## src/common/fault_sup_pkg.sv

```systemverilog
// package: constants and carrier types for the converter fault supervisor
package fault_sup_pkg;
    localparam int CLK_MHZ = 200;
    // timing figures in their own units
    localparam int THERMAL_FILTER_US = 50;
    localparam int DIVIDER_OTP_US = 750;
    localparam int OVERPOWER_MS = 160;
    localparam int RECOVERY_MS = 1500;
    localparam int THERMAL_FILTER_CYC = THERMAL_FILTER_US * CLK_MHZ;
    localparam int DIVIDER_OTP_CYC = DIVIDER_OTP_US * CLK_MHZ;
    localparam int OVERPOWER_CYC = OVERPOWER_MS * 1000 * CLK_MHZ;
    localparam int RECOVERY_CYC = RECOVERY_MS * 1000 * CLK_MHZ;
    localparam int CNT_W = 32;
    localparam int CS_OTP_COUNT = 2;
    // wishbone register byte offsets
    localparam logic [7:0] CTRL_OFS = 8'h00;
    localparam logic [7:0] STATE_OFS = 8'h04;
    localparam logic [7:0] IRQ_STAT_OFS = 8'h08;
    localparam logic [7:0] IRQ_MASK_OFS = 8'h0C;
    // control field positions
    localparam int CTRL_AUTO_BIT = 0;
    localparam int CTRL_DIV_BIT = 1;
    localparam int CTRL_CSOTP_BIT = 2;
    localparam logic [2:0] CTRL_RST = 3'h1;
    // event bit positions
    localparam int EV_FLT_OTP = 0;
    localparam int EV_CS_OTP = 1;
    localparam int EV_OPP = 2;
    localparam int EV_SCP = 3;
    localparam int EV_RECOVERED = 4;
    localparam int EV_W = 5;

    typedef enum logic [1:0] {ST_RUN, ST_UV_CYCLE, ST_RECOVERY, ST_WAIT_UV}
        sup_state_e;

    // comparator results from the analog sense front end
    typedef struct packed {
        logic flt_below_trip;   // fault pin below 0.5 V trip
        logic flt_below_high;   // fault pin below 1.15 V raised trip
        logic flt_above_iovp;   // fault pin above 4.5 V
        logic cs_above_otp;     // current sense above 1.2 V
        logic cmd_above_opp;    // command above overpower level
        logic ws_above_upper;   // winding sense above 2.5 V
        logic ws_below_lower;   // winding sense below 2.4 V
        logic ws_below_short;   // winding sense below 0.5 V
    } sense_s;
endpackage : fault_sup_pkg

```

## src/converter_fault_supervisor.sv

```systemverilog
// converter fault supervisor: thermal, overpower, short-circuit response
// Functional notes
// - fault pin low past filter raises thermal fault
// - after thermal fault, clear needs higher threshold
// - fault pin bias off during burst wait
// - divider option uses 750us, ignores wait, auto-only
// - two successive high current-sense samples trip thermal
// - current-sense thermal fault starts long recovery
// - clamp gate low throughout low-side on-time
// - overpower timer starts when command exceeds level
// - full uninterrupted overpower period stops switching, recovers
// - line compensation current is line current over gain
// - curve select with 2.5/2.4 hysteresis
// - top of overpower curve is 0.6 V
// - peak clamp fixed at 4/3 overpower level
// - at supply turn-off, short checks start recovery
// - otherwise plain undervoltage restart only
// - during recovery only supply cycling, no pulses
// - after recovery, restart at next supply turn-off
`timescale 1ns/100ps
`default_nettype none
module converter_fault_supervisor
    import fault_sup_pkg::*;
#(
    parameter int unsigned FILTER_CYCLES = THERMAL_FILTER_CYC,
    parameter int unsigned DIV_CYCLES = DIVIDER_OTP_CYC,
    parameter int unsigned OPP_CYCLES = OVERPOWER_CYC,
    parameter int unsigned RECOVERY_CYCLES = RECOVERY_CYC,
    parameter int LC_W = 12
) (
    input wire logic clk_i,
    input wire logic rst_i,
    // wishbone classic slave
    input wire logic cyc_i,
    input wire logic stb_i,
    input wire logic we_i,
    input wire logic [7:0] adr_i,
    input wire logic [3:0] sel_i,
    input wire logic [31:0] dat_i,
    output logic [31:0] dat_o,
    output logic ack_o,
    output logic irq_o,
    // converter side
    input wire sense_s sense_i,
    input wire logic burst_wait_i,
    input wire logic demag_end_i,
    input wire logic supply_off_i,
    input wire logic gate_req_i,
    input wire logic clamp_req_i,
    input wire logic [LC_W-1:0] line_sense_current_i,
    input wire logic [LC_W-1:0] line_comp_gain_i,
    output logic low_side_gate_out_o,
    output logic clamp_side_gate_out_o,
    output logic run_enable_o,
    output logic flt_bias_en_o,
    output logic high_curve_sel_o,
    output logic flt_high_thr_o,
    output logic [LC_W-1:0] line_comp_current_o
);
    logic [2:0] ctrl_r;
    logic [EV_W-1:0] stat_r;
    logic [EV_W-1:0] mask_r;
    logic [EV_W-1:0] ev;
    sup_state_e state_r;
    logic [CNT_W-1:0] flt_cnt_r;
    logic [CNT_W-1:0] div_cnt_r;
    logic [CNT_W-1:0] opp_cnt_r;
    logic [CNT_W-1:0] rec_cnt_r;
    logic [1:0] cs_hits_r;
    logic flt_latched_r;
    logic running;
    logic auto_mode;
    logic trip_flt;
    logic trip_div;
    logic trip_cs;
    logic trip_opp;
    logic trip_scp;
    logic start_rec;
    logic rec_done;
    logic bus_req;
    logic rd_stat;

    assign auto_mode = ctrl_r[CTRL_AUTO_BIT] | ctrl_r[CTRL_DIV_BIT];
    assign running = (state_r == ST_RUN);
    assign bus_req = cyc_i & stb_i & ~ack_o;
    assign rd_stat = bus_req & ~we_i & (adr_i == IRQ_STAT_OFS);

    // wishbone ack one cycle after request
    always_ff @(posedge clk_i) begin
        if (rst_i) begin
            ack_o <= 1'b0;
        end else begin
            ack_o <= bus_req;
        end
    end

    // control and mask registers
    always_ff @(posedge clk_i) begin
        if (rst_i) begin
            ctrl_r <= CTRL_RST;
            mask_r <= '0;
        end else if (bus_req && we_i && sel_i[0]) begin
            if (adr_i == CTRL_OFS) begin
                ctrl_r <= dat_i[2:0];
            end
            if (adr_i == IRQ_MASK_OFS) begin
                mask_r <= dat_i[EV_W-1:0];
            end
        end
    end

    // read data mux, unmapped reads zero
    always_ff @(posedge clk_i) begin
        if (rst_i) begin
            dat_o <= '0;
        end else if (bus_req && !we_i) begin
            case (adr_i)
                CTRL_OFS: dat_o <= {29'h0, ctrl_r};
                STATE_OFS: dat_o <= {28'h0, flt_latched_r, 1'b0,
                                     2'(state_r)};
                IRQ_STAT_OFS: dat_o <= {27'h0, stat_r};
                IRQ_MASK_OFS: dat_o <= {27'h0, mask_r};
                default: dat_o <= '0;
            endcase
        end
    end

    // sticky status, set wins over read clear
    always_ff @(posedge clk_i) begin
        if (rst_i) begin
            stat_r <= '0;
        end else begin
            stat_r <= (rd_stat ? '0 : stat_r) | ev;
        end
    end
    assign irq_o = |(stat_r & mask_r);

    // fault pin thermal filter with raised release threshold
    always_ff @(posedge clk_i) begin
        if (rst_i) begin
            flt_cnt_r <= '0;
        end else if (!ctrl_r[CTRL_DIV_BIT] && running && !burst_wait_i
                     && sense_i.flt_below_trip) begin
            if (flt_cnt_r < FILTER_CYCLES) begin
                flt_cnt_r <= flt_cnt_r + 1'b1;
            end
        end else begin
            flt_cnt_r <= '0;
        end
    end
    assign trip_flt = running && (flt_cnt_r == FILTER_CYCLES);

    // divider option: 750us above 4.5 V, counts regardless of wait
    always_ff @(posedge clk_i) begin
        if (rst_i) begin
            div_cnt_r <= '0;
        end else if (ctrl_r[CTRL_DIV_BIT] && running
                     && sense_i.flt_above_iovp) begin
            if (div_cnt_r < DIV_CYCLES) begin
                div_cnt_r <= div_cnt_r + 1'b1;
            end
        end else begin
            div_cnt_r <= '0;
        end
    end
    assign trip_div = running && (div_cnt_r == DIV_CYCLES);

    // thermal latch held until pin rises above the high threshold
    always_ff @(posedge clk_i) begin
        if (rst_i) begin
            flt_latched_r <= 1'b0;
        end else if (trip_flt && auto_mode) begin
            flt_latched_r <= 1'b1;
        end else if (!sense_i.flt_below_high) begin
            flt_latched_r <= 1'b0;
        end
    end
    assign flt_high_thr_o = flt_latched_r;
    // bias stays on while latched so the release level can be seen
    assign flt_bias_en_o = (running | flt_latched_r) & ~burst_wait_i
                         & ~ctrl_r[CTRL_DIV_BIT];

    // current sense thermal: sample at demag end, two in a row
    always_ff @(posedge clk_i) begin
        if (rst_i) begin
            cs_hits_r <= '0;
        end else if (!running || !ctrl_r[CTRL_CSOTP_BIT]) begin
            cs_hits_r <= '0;
        end else if (demag_end_i) begin
            if (!sense_i.cs_above_otp) begin
                cs_hits_r <= '0;
            end else if (cs_hits_r < 2'(CS_OTP_COUNT)) begin
                cs_hits_r <= cs_hits_r + 1'b1;
            end
        end
    end
    assign trip_cs = running && (cs_hits_r == 2'(CS_OTP_COUNT));

    // overpower timer, cleared when command drops back
    always_ff @(posedge clk_i) begin
        if (rst_i) begin
            opp_cnt_r <= '0;
        end else if (running && sense_i.cmd_above_opp) begin
            if (opp_cnt_r < OPP_CYCLES) begin
                opp_cnt_r <= opp_cnt_r + 1'b1;
            end
        end else begin
            opp_cnt_r <= '0;
        end
    end
    assign trip_opp = running && (opp_cnt_r == OPP_CYCLES);

    // short-circuit check at supply turn-off
    assign trip_scp = running && supply_off_i && auto_mode
        && (sense_i.cmd_above_opp || sense_i.ws_below_short);

    assign start_rec = auto_mode && (trip_cs || trip_opp || trip_div
                                     || trip_scp);
    assign rec_done = (state_r == ST_RECOVERY)
                      && (rec_cnt_r == RECOVERY_CYCLES - 1);

    // fault state sequencing
    always_ff @(posedge clk_i) begin
        if (rst_i) begin
            state_r <= ST_RUN;
        end else begin
            case (state_r)
                ST_RUN: begin
                    if (start_rec) begin
                        state_r <= ST_RECOVERY;
                    end else if (trip_flt || supply_off_i) begin
                        state_r <= ST_UV_CYCLE;
                    end
                end
                ST_UV_CYCLE: begin
                    if (!supply_off_i && !flt_latched_r) begin
                        state_r <= ST_RUN;
                    end
                end
                ST_RECOVERY: begin
                    if (rec_done) begin
                        state_r <= ST_WAIT_UV;
                    end
                end
                ST_WAIT_UV: begin
                    if (supply_off_i) begin
                        state_r <= ST_UV_CYCLE;
                    end
                end
                default: state_r <= ST_RUN;
            endcase
        end
    end

    // long recovery timer
    always_ff @(posedge clk_i) begin
        if (rst_i || state_r != ST_RECOVERY) begin
            rec_cnt_r <= '0;
        end else begin
            rec_cnt_r <= rec_cnt_r + 1'b1;
        end
    end

    // events into the sticky status
    always_comb begin
        ev = '0;
        ev[EV_FLT_OTP] = trip_flt | trip_div;
        ev[EV_CS_OTP] = trip_cs;
        ev[EV_OPP] = trip_opp;
        ev[EV_SCP] = trip_scp;
        ev[EV_RECOVERED] = rec_done;
    end

    // gate outputs: clamp never overlaps low-side on-time
    always_ff @(posedge clk_i) begin
        if (rst_i) begin
            low_side_gate_out_o <= 1'b0;
            clamp_side_gate_out_o <= 1'b0;
            run_enable_o <= 1'b0;
        end else begin
            low_side_gate_out_o <= running & ~start_rec & gate_req_i;
            clamp_side_gate_out_o <= running & ~start_rec & clamp_req_i
                                     & ~gate_req_i;
            run_enable_o <= running & ~start_rec;
        end
    end

    // overpower curve select with hysteresis
    always_ff @(posedge clk_i) begin
        if (rst_i) begin
            high_curve_sel_o <= 1'b1;
        end else if (sense_i.ws_above_upper) begin
            high_curve_sel_o <= 1'b1;
        end else if (sense_i.ws_below_lower) begin
            high_curve_sel_o <= 1'b0;
        end
    end

    // line compensation current command
    always_ff @(posedge clk_i) begin
        if (rst_i) begin
            line_comp_current_o <= '0;
        end else if (line_comp_gain_i != '0) begin
            line_comp_current_o <= line_sense_current_i
                                   / line_comp_gain_i;
        end
    end

    AST_OPP_CLEAR: assert property (@(posedge clk_i) disable iff (rst_i)
        !sense_i.cmd_above_opp |=> opp_cnt_r == '0)
        else $error("overpower timer not cleared");
    AST_OPP_TRIP: assert property (@(posedge clk_i) disable iff (rst_i)
        trip_opp && auto_mode |=> state_r == ST_RECOVERY)
        else $error("overpower did not start recovery");
    AST_CS_TRIP: assert property (@(posedge clk_i) disable iff (rst_i)
        trip_cs && auto_mode |=> state_r == ST_RECOVERY)
        else $error("cs thermal did not start recovery");
    AST_CLAMP_LOW: assert property (@(posedge clk_i) disable iff (rst_i)
        low_side_gate_out_o |-> !clamp_side_gate_out_o)
        else $error("clamp gate overlaps low gate");
    AST_NO_PULSE: assert property (@(posedge clk_i) disable iff (rst_i)
        state_r == ST_RECOVERY |=> !low_side_gate_out_o)
        else $error("gate pulse during recovery");
    AST_BIAS_WAIT: assert property (@(posedge clk_i) disable iff (rst_i)
        burst_wait_i |-> !flt_bias_en_o)
        else $error("bias on in wait");
    AST_SCP: assert property (@(posedge clk_i) disable iff (rst_i)
        trip_scp |=> state_r == ST_RECOVERY)
        else $error("short did not start recovery");
    AST_UV_ONLY: assert property (@(posedge clk_i) disable iff (rst_i)
        running && supply_off_i && !start_rec |=> state_r == ST_UV_CYCLE)
        else $error("plain restart missed");
    AST_FLT_TRIP: assert property (@(posedge clk_i) disable iff (rst_i)
        trip_flt && auto_mode |=> flt_high_thr_o)
        else $error("high threshold not raised");
    AST_RESTART: assert property (@(posedge clk_i) disable iff (rst_i)
        state_r == ST_WAIT_UV && supply_off_i |=> state_r == ST_UV_CYCLE)
        else $error("no restart after recovery");
endmodule : converter_fault_supervisor
`default_nettype wire

```

## config.mk

```make
export PLATFORM = sky130hd
export DESIGN_NAME = converter_fault_supervisor
export DESIGN_NICKNAME = d
export VERILOG_FILES = /design/src/common/fault_sup_pkg.sv /design/src/converter_fault_supervisor.sv
export SDC_FILE = /design/constraint.sdc
export NUM_CORES = 1
export LEC_CHECK = 0
export BUFFER_PORTS_ARGS = -buffer_cell sky130_fd_sc_hd__buf_4
export CAP_MARGIN = 10
export CORE_MARGIN = 5
export CORE_UTILIZATION = 59
export CTS_BUF_LIST = sky130_fd_sc_hd__clkbuf_16
export CTS_CLUSTER_SIZE = 12
export DETAILED_ROUTE_END_ITERATION = 8
export PLACE_DENSITY = 0.82
export SETUP_SLACK_MARGIN = 0.05
export SKIP_CTS_REPAIR_TIMING = 1
export SYNTH_ARGS = -nofsm -noshare
export SYNTH_HDL_FRONTEND = slang
export SYNTH_SLANG_ARGS = --single-unit
```

## constraint.sdc

```tcl
create_clock -name clk_i -period 22.5 [get_ports clk_i]
set_input_delay 1.125 -clock clk_i [delete_from_list [all_inputs] [get_ports clk_i]]
set_output_delay 1.125 -clock clk_i [all_outputs]
set_load 0.03 [all_outputs]
```

==> run_results.csv <==
group,metric,value,unit
run_status,status,"complete, no violations",
worst_setup_path,r2r_cells,8,
pwr,p_leak,4.97,nW
timing,tns,0,ps
yosys,synth_edf_count,0,
placed_design,hpwl,19.4,mm
timing,slew-limit-headroom,0.272,
yosys,synth-async-reset-ratio,0,
global_route,grt_usage,0.235,
yosys,ys_ff_latch,168,
yosys,yosys.area_share.simple,0.261,
floorplan,rows,49,
timing,fin_crit_sh,0.913,
timing,rsz0062_at_grt,"false",
clocking,clock-sinks,168,
global_route,grt_pass1_wl,42.4,mm
cells_and_area,n_antenna_cell,0,
yosys,synth_seq_area_share,0.307,
placed_design,numPortBuffers,80,
floorplan,die_h,146,um
hold_path,holdPathStages,2,
yosys,synth_top_family_by_area,"simple AND/OR/NAND/NOR gates",
clocking,cts-root-buf,"clkbuf_16",
worst_setup_path,cp_slowest_cell,"o31ai_1",
cells_and_area,drive_gt1_frac,0.119,
yosys,synth_compound_area_frac,0.165,
worst_setup_path,critPathCaptureType,"register",
worst_setup_path,crit_fanout,13,
yosys,synthCells,1340,
placed_design,pre_cts_ws,1830,ps
worst_setup_path,path_class,"primary input to register",
timing,slew_violations,0,
timing,max_slew.worst_pin.slew,1080,ps
detailed_routing,drtAntennaViolNets,0,
clocking,cts_max_level,4,
worst_setup_path,arrival,20810,ps
clocking,clock_path_buffers,2,
yosys,synth_xor_area_frac,0.0688,
timing,fin_worst_skew,14.7,ps
timing,fmax,48.7,MHz
detailed_routing,dr.pass1.iters,5,
placed_design,place_congestion,0.965,
clocking,cts_buffers,17,
worst_setup_path,critPathMaxStageDelay,920,ps
worst_setup_path,startpoint_type,"primary input",
placed_design,placed_area,11600,um^2
yosys,synth_cell_type_count,90,
cells_and_area,num-fill-cells,1521,
cells_and_area,final_area,12100,um^2
yosys,synth_mux_area_frac,0.0427,
cells_and_area,nets,1575,
detailed_routing,routedWlPerCell,15.7,um
detailed_routing,vias,9728,
floorplan,dieArea,21400,um^2
floorplan,placeableCoreArea,18100,um^2
hold_path,worst_hold_path_type,"register to register",
detailed_routing,routed_via_density,5.92,
timing,holdWs,454,ps
hold_path,min_from,"line_comp_current_o[9]$_SDFFE_PP0P_",
yosys,ys.flop_type,"dfxtp_1",
worst_setup_path,reg2reg_from,"opp_cnt_r[15]$_SDFFE_PP0N_",
worst_setup_path,rrSetupSlack,19690,ps
global_route,grt_overflow,0,
detailed_routing,drt_iter0_drc,616,
timing,setup_viol,0,
pwr,irDropWorstVdd,0.0609,mV
clocking,clk_latency,430,ps
timing,final.min_clock_period,20550,ps
cells_and_area,area_delta_synth_final,10.9,%
yosys,synth_fa_ha_area_frac,0.0994,
clocking,cts_tree,"built",
floorplan,initial_core_util,0.603,
worst_setup_path,worst_ep_required_time,22760,ps
floorplan,ios,138,
timing,finalHoldViolCount,0,
flow_run,drv_cap,0,
timing,layout_setup_ws,1950,ps
worst_setup_path,cp_common_cell,"ha_1",
yosys,synth.avg_cell_area,8.17,um^2
pwr,powerDensity,62.3,nW/um^2
global_route,grt_max_degree,38,
yosys,netlist_area,11000,um^2
yosys,synth_warnings,0,
global_route,antenna_found_initial,1,
detailed_routing,postRouteWirelength,25.9,mm
clocking,path_clk_slew,70,ps
global_route,grt_pass1_vias,9059,
cells_and_area,post-route-util,0.669,
floorplan,die_x,146,um
hold_path,hold-path-endpoint,"line_comp_current_o[9]$_SDFFE_PP0P_",
detailed_routing,drc_errors,0,
worst_setup_path,worstReg2RegEnd,"opp_cnt_r[18]$_SDFFE_PP0N_",
==> metal layers <==
layer,part of all wire,GRT usage,vias up
met2,0.47,0.395,298
li1,-,-,4879
met1,0.45,0.305,4505
met5,0.00073,0,-
met3,0.063,0.0483,44
met4,0.019,0.0673,2
==> per-stage QoR <==
| step | instances | power, W |
|---|---|---|
| 4_1_cts | 1644 | 0.000762 |
| 3_5_place_dp | 1612 | 0.000469 |
| 2_1_floorplan | 1366 | 0.000435 |
| 6_report | 1644 | 0.000757 |
| 3_3_place_gp | 1612 | 0.000464 |
| 5_1_grt | 1644 | 0.000794 |
==> worst max-delay path: cells and delay by family <==
kind | cells | cell delay (ps)
adder cells (fa/ha/maj) | 11 | 3440
AO/OA/AOI/OAI | 41 | 10540
buffers and inverters | 7 | 1120
multiplexers | 6 | 2280
AND/OR/NAND/NOR | 11 | 2260
==> flip-flops by register name, summed over array words and instances (netlist names) <==
register,flops
line_comp_current_o,12
div_cnt_r,32
cs_hits_r,2
stat_r,5
rec_cnt_r,32
dat_o,5
flt_cnt_r,32
low_side_gate_out_o,1
ctrl_r,3
flt_high_thr_o,1
run_enable_o,1
clamp_side_gate_out_o,1
high_curve_sel_o,1
ack_o,1
opp_cnt_r,32
mask_r,5
state_r,2
==> Yosys cell counts, drive strengths merged, types with 3 or more instances <==
| master | n | share of area |
|---|---|---|
| or4 | 7 | 0.0055 |
| nor2b | 8 | 0.0046 |
| o31ai | 7 | 0.0057 |
| o21ai | 52 | 0.024 |
| a21boi | 6 | 0.0041 |
| inv | 53 | 0.018 |
| xnor2 | 30 | 0.024 |
| a22oi | 7 | 0.0048 |
| clkbuf | 37 | 0.016 |
| nand3b | 3 | 0.0021 |
| a21o | 22 | 0.015 |
| or3 | 31 | 0.018 |
| nand3 | 43 | 0.020 |
| a41oi | 4 | 0.0032 |
| xor2 | 56 | 0.045 |
| nor4 | 19 | 0.011 |
| nor2 | 159 | 0.055 |
| o211ai | 10 | 0.0073 |
| mux2 | 17 | 0.018 |
| a21oi | 67 | 0.031 |
| nand2b | 6 | 0.0034 |
| o2111ai | 8 | 0.0064 |
| dfxtp | 168 | 0.31 |
| o31a | 3 | 0.0024 |
| or2 | 9 | 0.0051 |
| a211oi | 12 | 0.010 |
| nand2 | 131 | 0.045 |
| and2b | 3 | 0.0022 |
| mux2i | 22 | 0.021 |
| a311oi | 3 | 0.0024 |
| and3 | 27 | 0.015 |
| o311ai | 3 | 0.0024 |
| and2 | 39 | 0.022 |
| nor4bb | 3 | 0.0027 |
| nor3 | 43 | 0.020 |
| o21a | 22 | 0.015 |
| o211a | 3 | 0.0027 |
| and4 | 7 | 0.0057 |
| nand4 | 22 | 0.013 |
| o221ai | 3 | 0.0024 |
| ha | 87 | 0.099 |
| a31oi | 10 | 0.0057 |
| buf | 31 | 0.022 |
| nor4b | 7 | 0.0056 |
==> cells by family (layout without fill, tap and decap cells) <==
family,count (synthesis),count (layout)
flip-flops,168,168
AND/OR/NAND/NOR,573,573
adder cells (fa/ha/maj),87,87
other,1,27
AO/OA/AOI/OAI,262,262
buffers and inverters,122,171
XOR/XNOR,86,86
multiplexers,41,41
==> report_power, final <==
group | total (W) | leakage, nW | internal, W | switching, W
registers | 0.000302 | 1.35 | 0.000300 | 0.00000233
logic | 0.000163 | 3.33 | 0.0000683 | 0.0000943
clock network | 0.000293 | 0.287 | 0.000166 | 0.000126
==> how the worst max path moves through the flow <==
stage	startpoint	end	slack [ps]	depth (start not counted)
after global placement	line_comp_gain_i[8]	line_comp_current_o[0]$_SDFFE_PP0P_	2100	77
after detailed placement	line_comp_gain_i[7]	line_comp_current_o[0]$_SDFFE_PP0P_	1830	75
after floorplan	line_comp_gain_i[8]	line_comp_current_o[0]$_SDFFE_PP0P_	4560	75
final	line_comp_gain_i[7]	line_comp_current_o[0]$_SDFFE_PP0P_	1950	76
after CTS	line_comp_gain_i[8]	line_comp_current_o[0]$_SDFFE_PP0P_	2230	75
after global routing	line_comp_gain_i[8]	line_comp_current_o[0]$_SDFFE_PP0P_	590	77
==> cells in the final DEF (no fill, tap or decap), types with 4 or more instances in the layout <==
master | synthesis | final
ha_1 | 87 | 87
a41oi_1 | 4 | 4
clkbuf_16 | 0 | 17
or3_1 | 30 | 30
o21ai_0 | 50 | 50
or2_2 | 8 | 8
buf_4 | 28 | 85
mux2_2 | 16 | 16
o2111ai_1 | 8 | 8
or4_1 | 5 | 5
xor2_1 | 56 | 56
o21a_1 | 21 | 21
dfxtp_1 | 168 | 168
o31ai_1 | 5 | 5
a22oi_1 | 7 | 7
nor3_1 | 42 | 42
a21o_1 | 22 | 22
mux2i_1 | 20 | 20
a21boi_0 | 5 | 5
conb_1 | 1 | 27
nand2b_1 | 6 | 6
and4_1 | 6 | 6
nor2b_1 | 8 | 8
and3_1 | 27 | 27
nand4_1 | 22 | 22
a211oi_1 | 9 | 9
nor2_1 | 158 | 158
o211ai_1 | 9 | 9
a31oi_1 | 10 | 10
nand2_1 | 131 | 131
xnor2_1 | 30 | 30
a21oi_1 | 65 | 65
nand3_1 | 43 | 43
inv_1 | 53 | 54
and2_1 | 39 | 39
nor4b_1 | 7 | 7
nor4_1 | 19 | 19
==> area by class of cell <==
cell class	instances	area [um^2]	area share
Multi-Input combinational cell	1076	7070	0.582
Clock inverter	15	165	0.0136
Inverter	54	203	0.0167
Clock buffer	17	425	0.0350
Sequential cell	168	3360	0.277
Timing Repair Buffer	85	638	0.0525
Tap cell	229	287	0.0236
(Power assumes the default switching activity.)
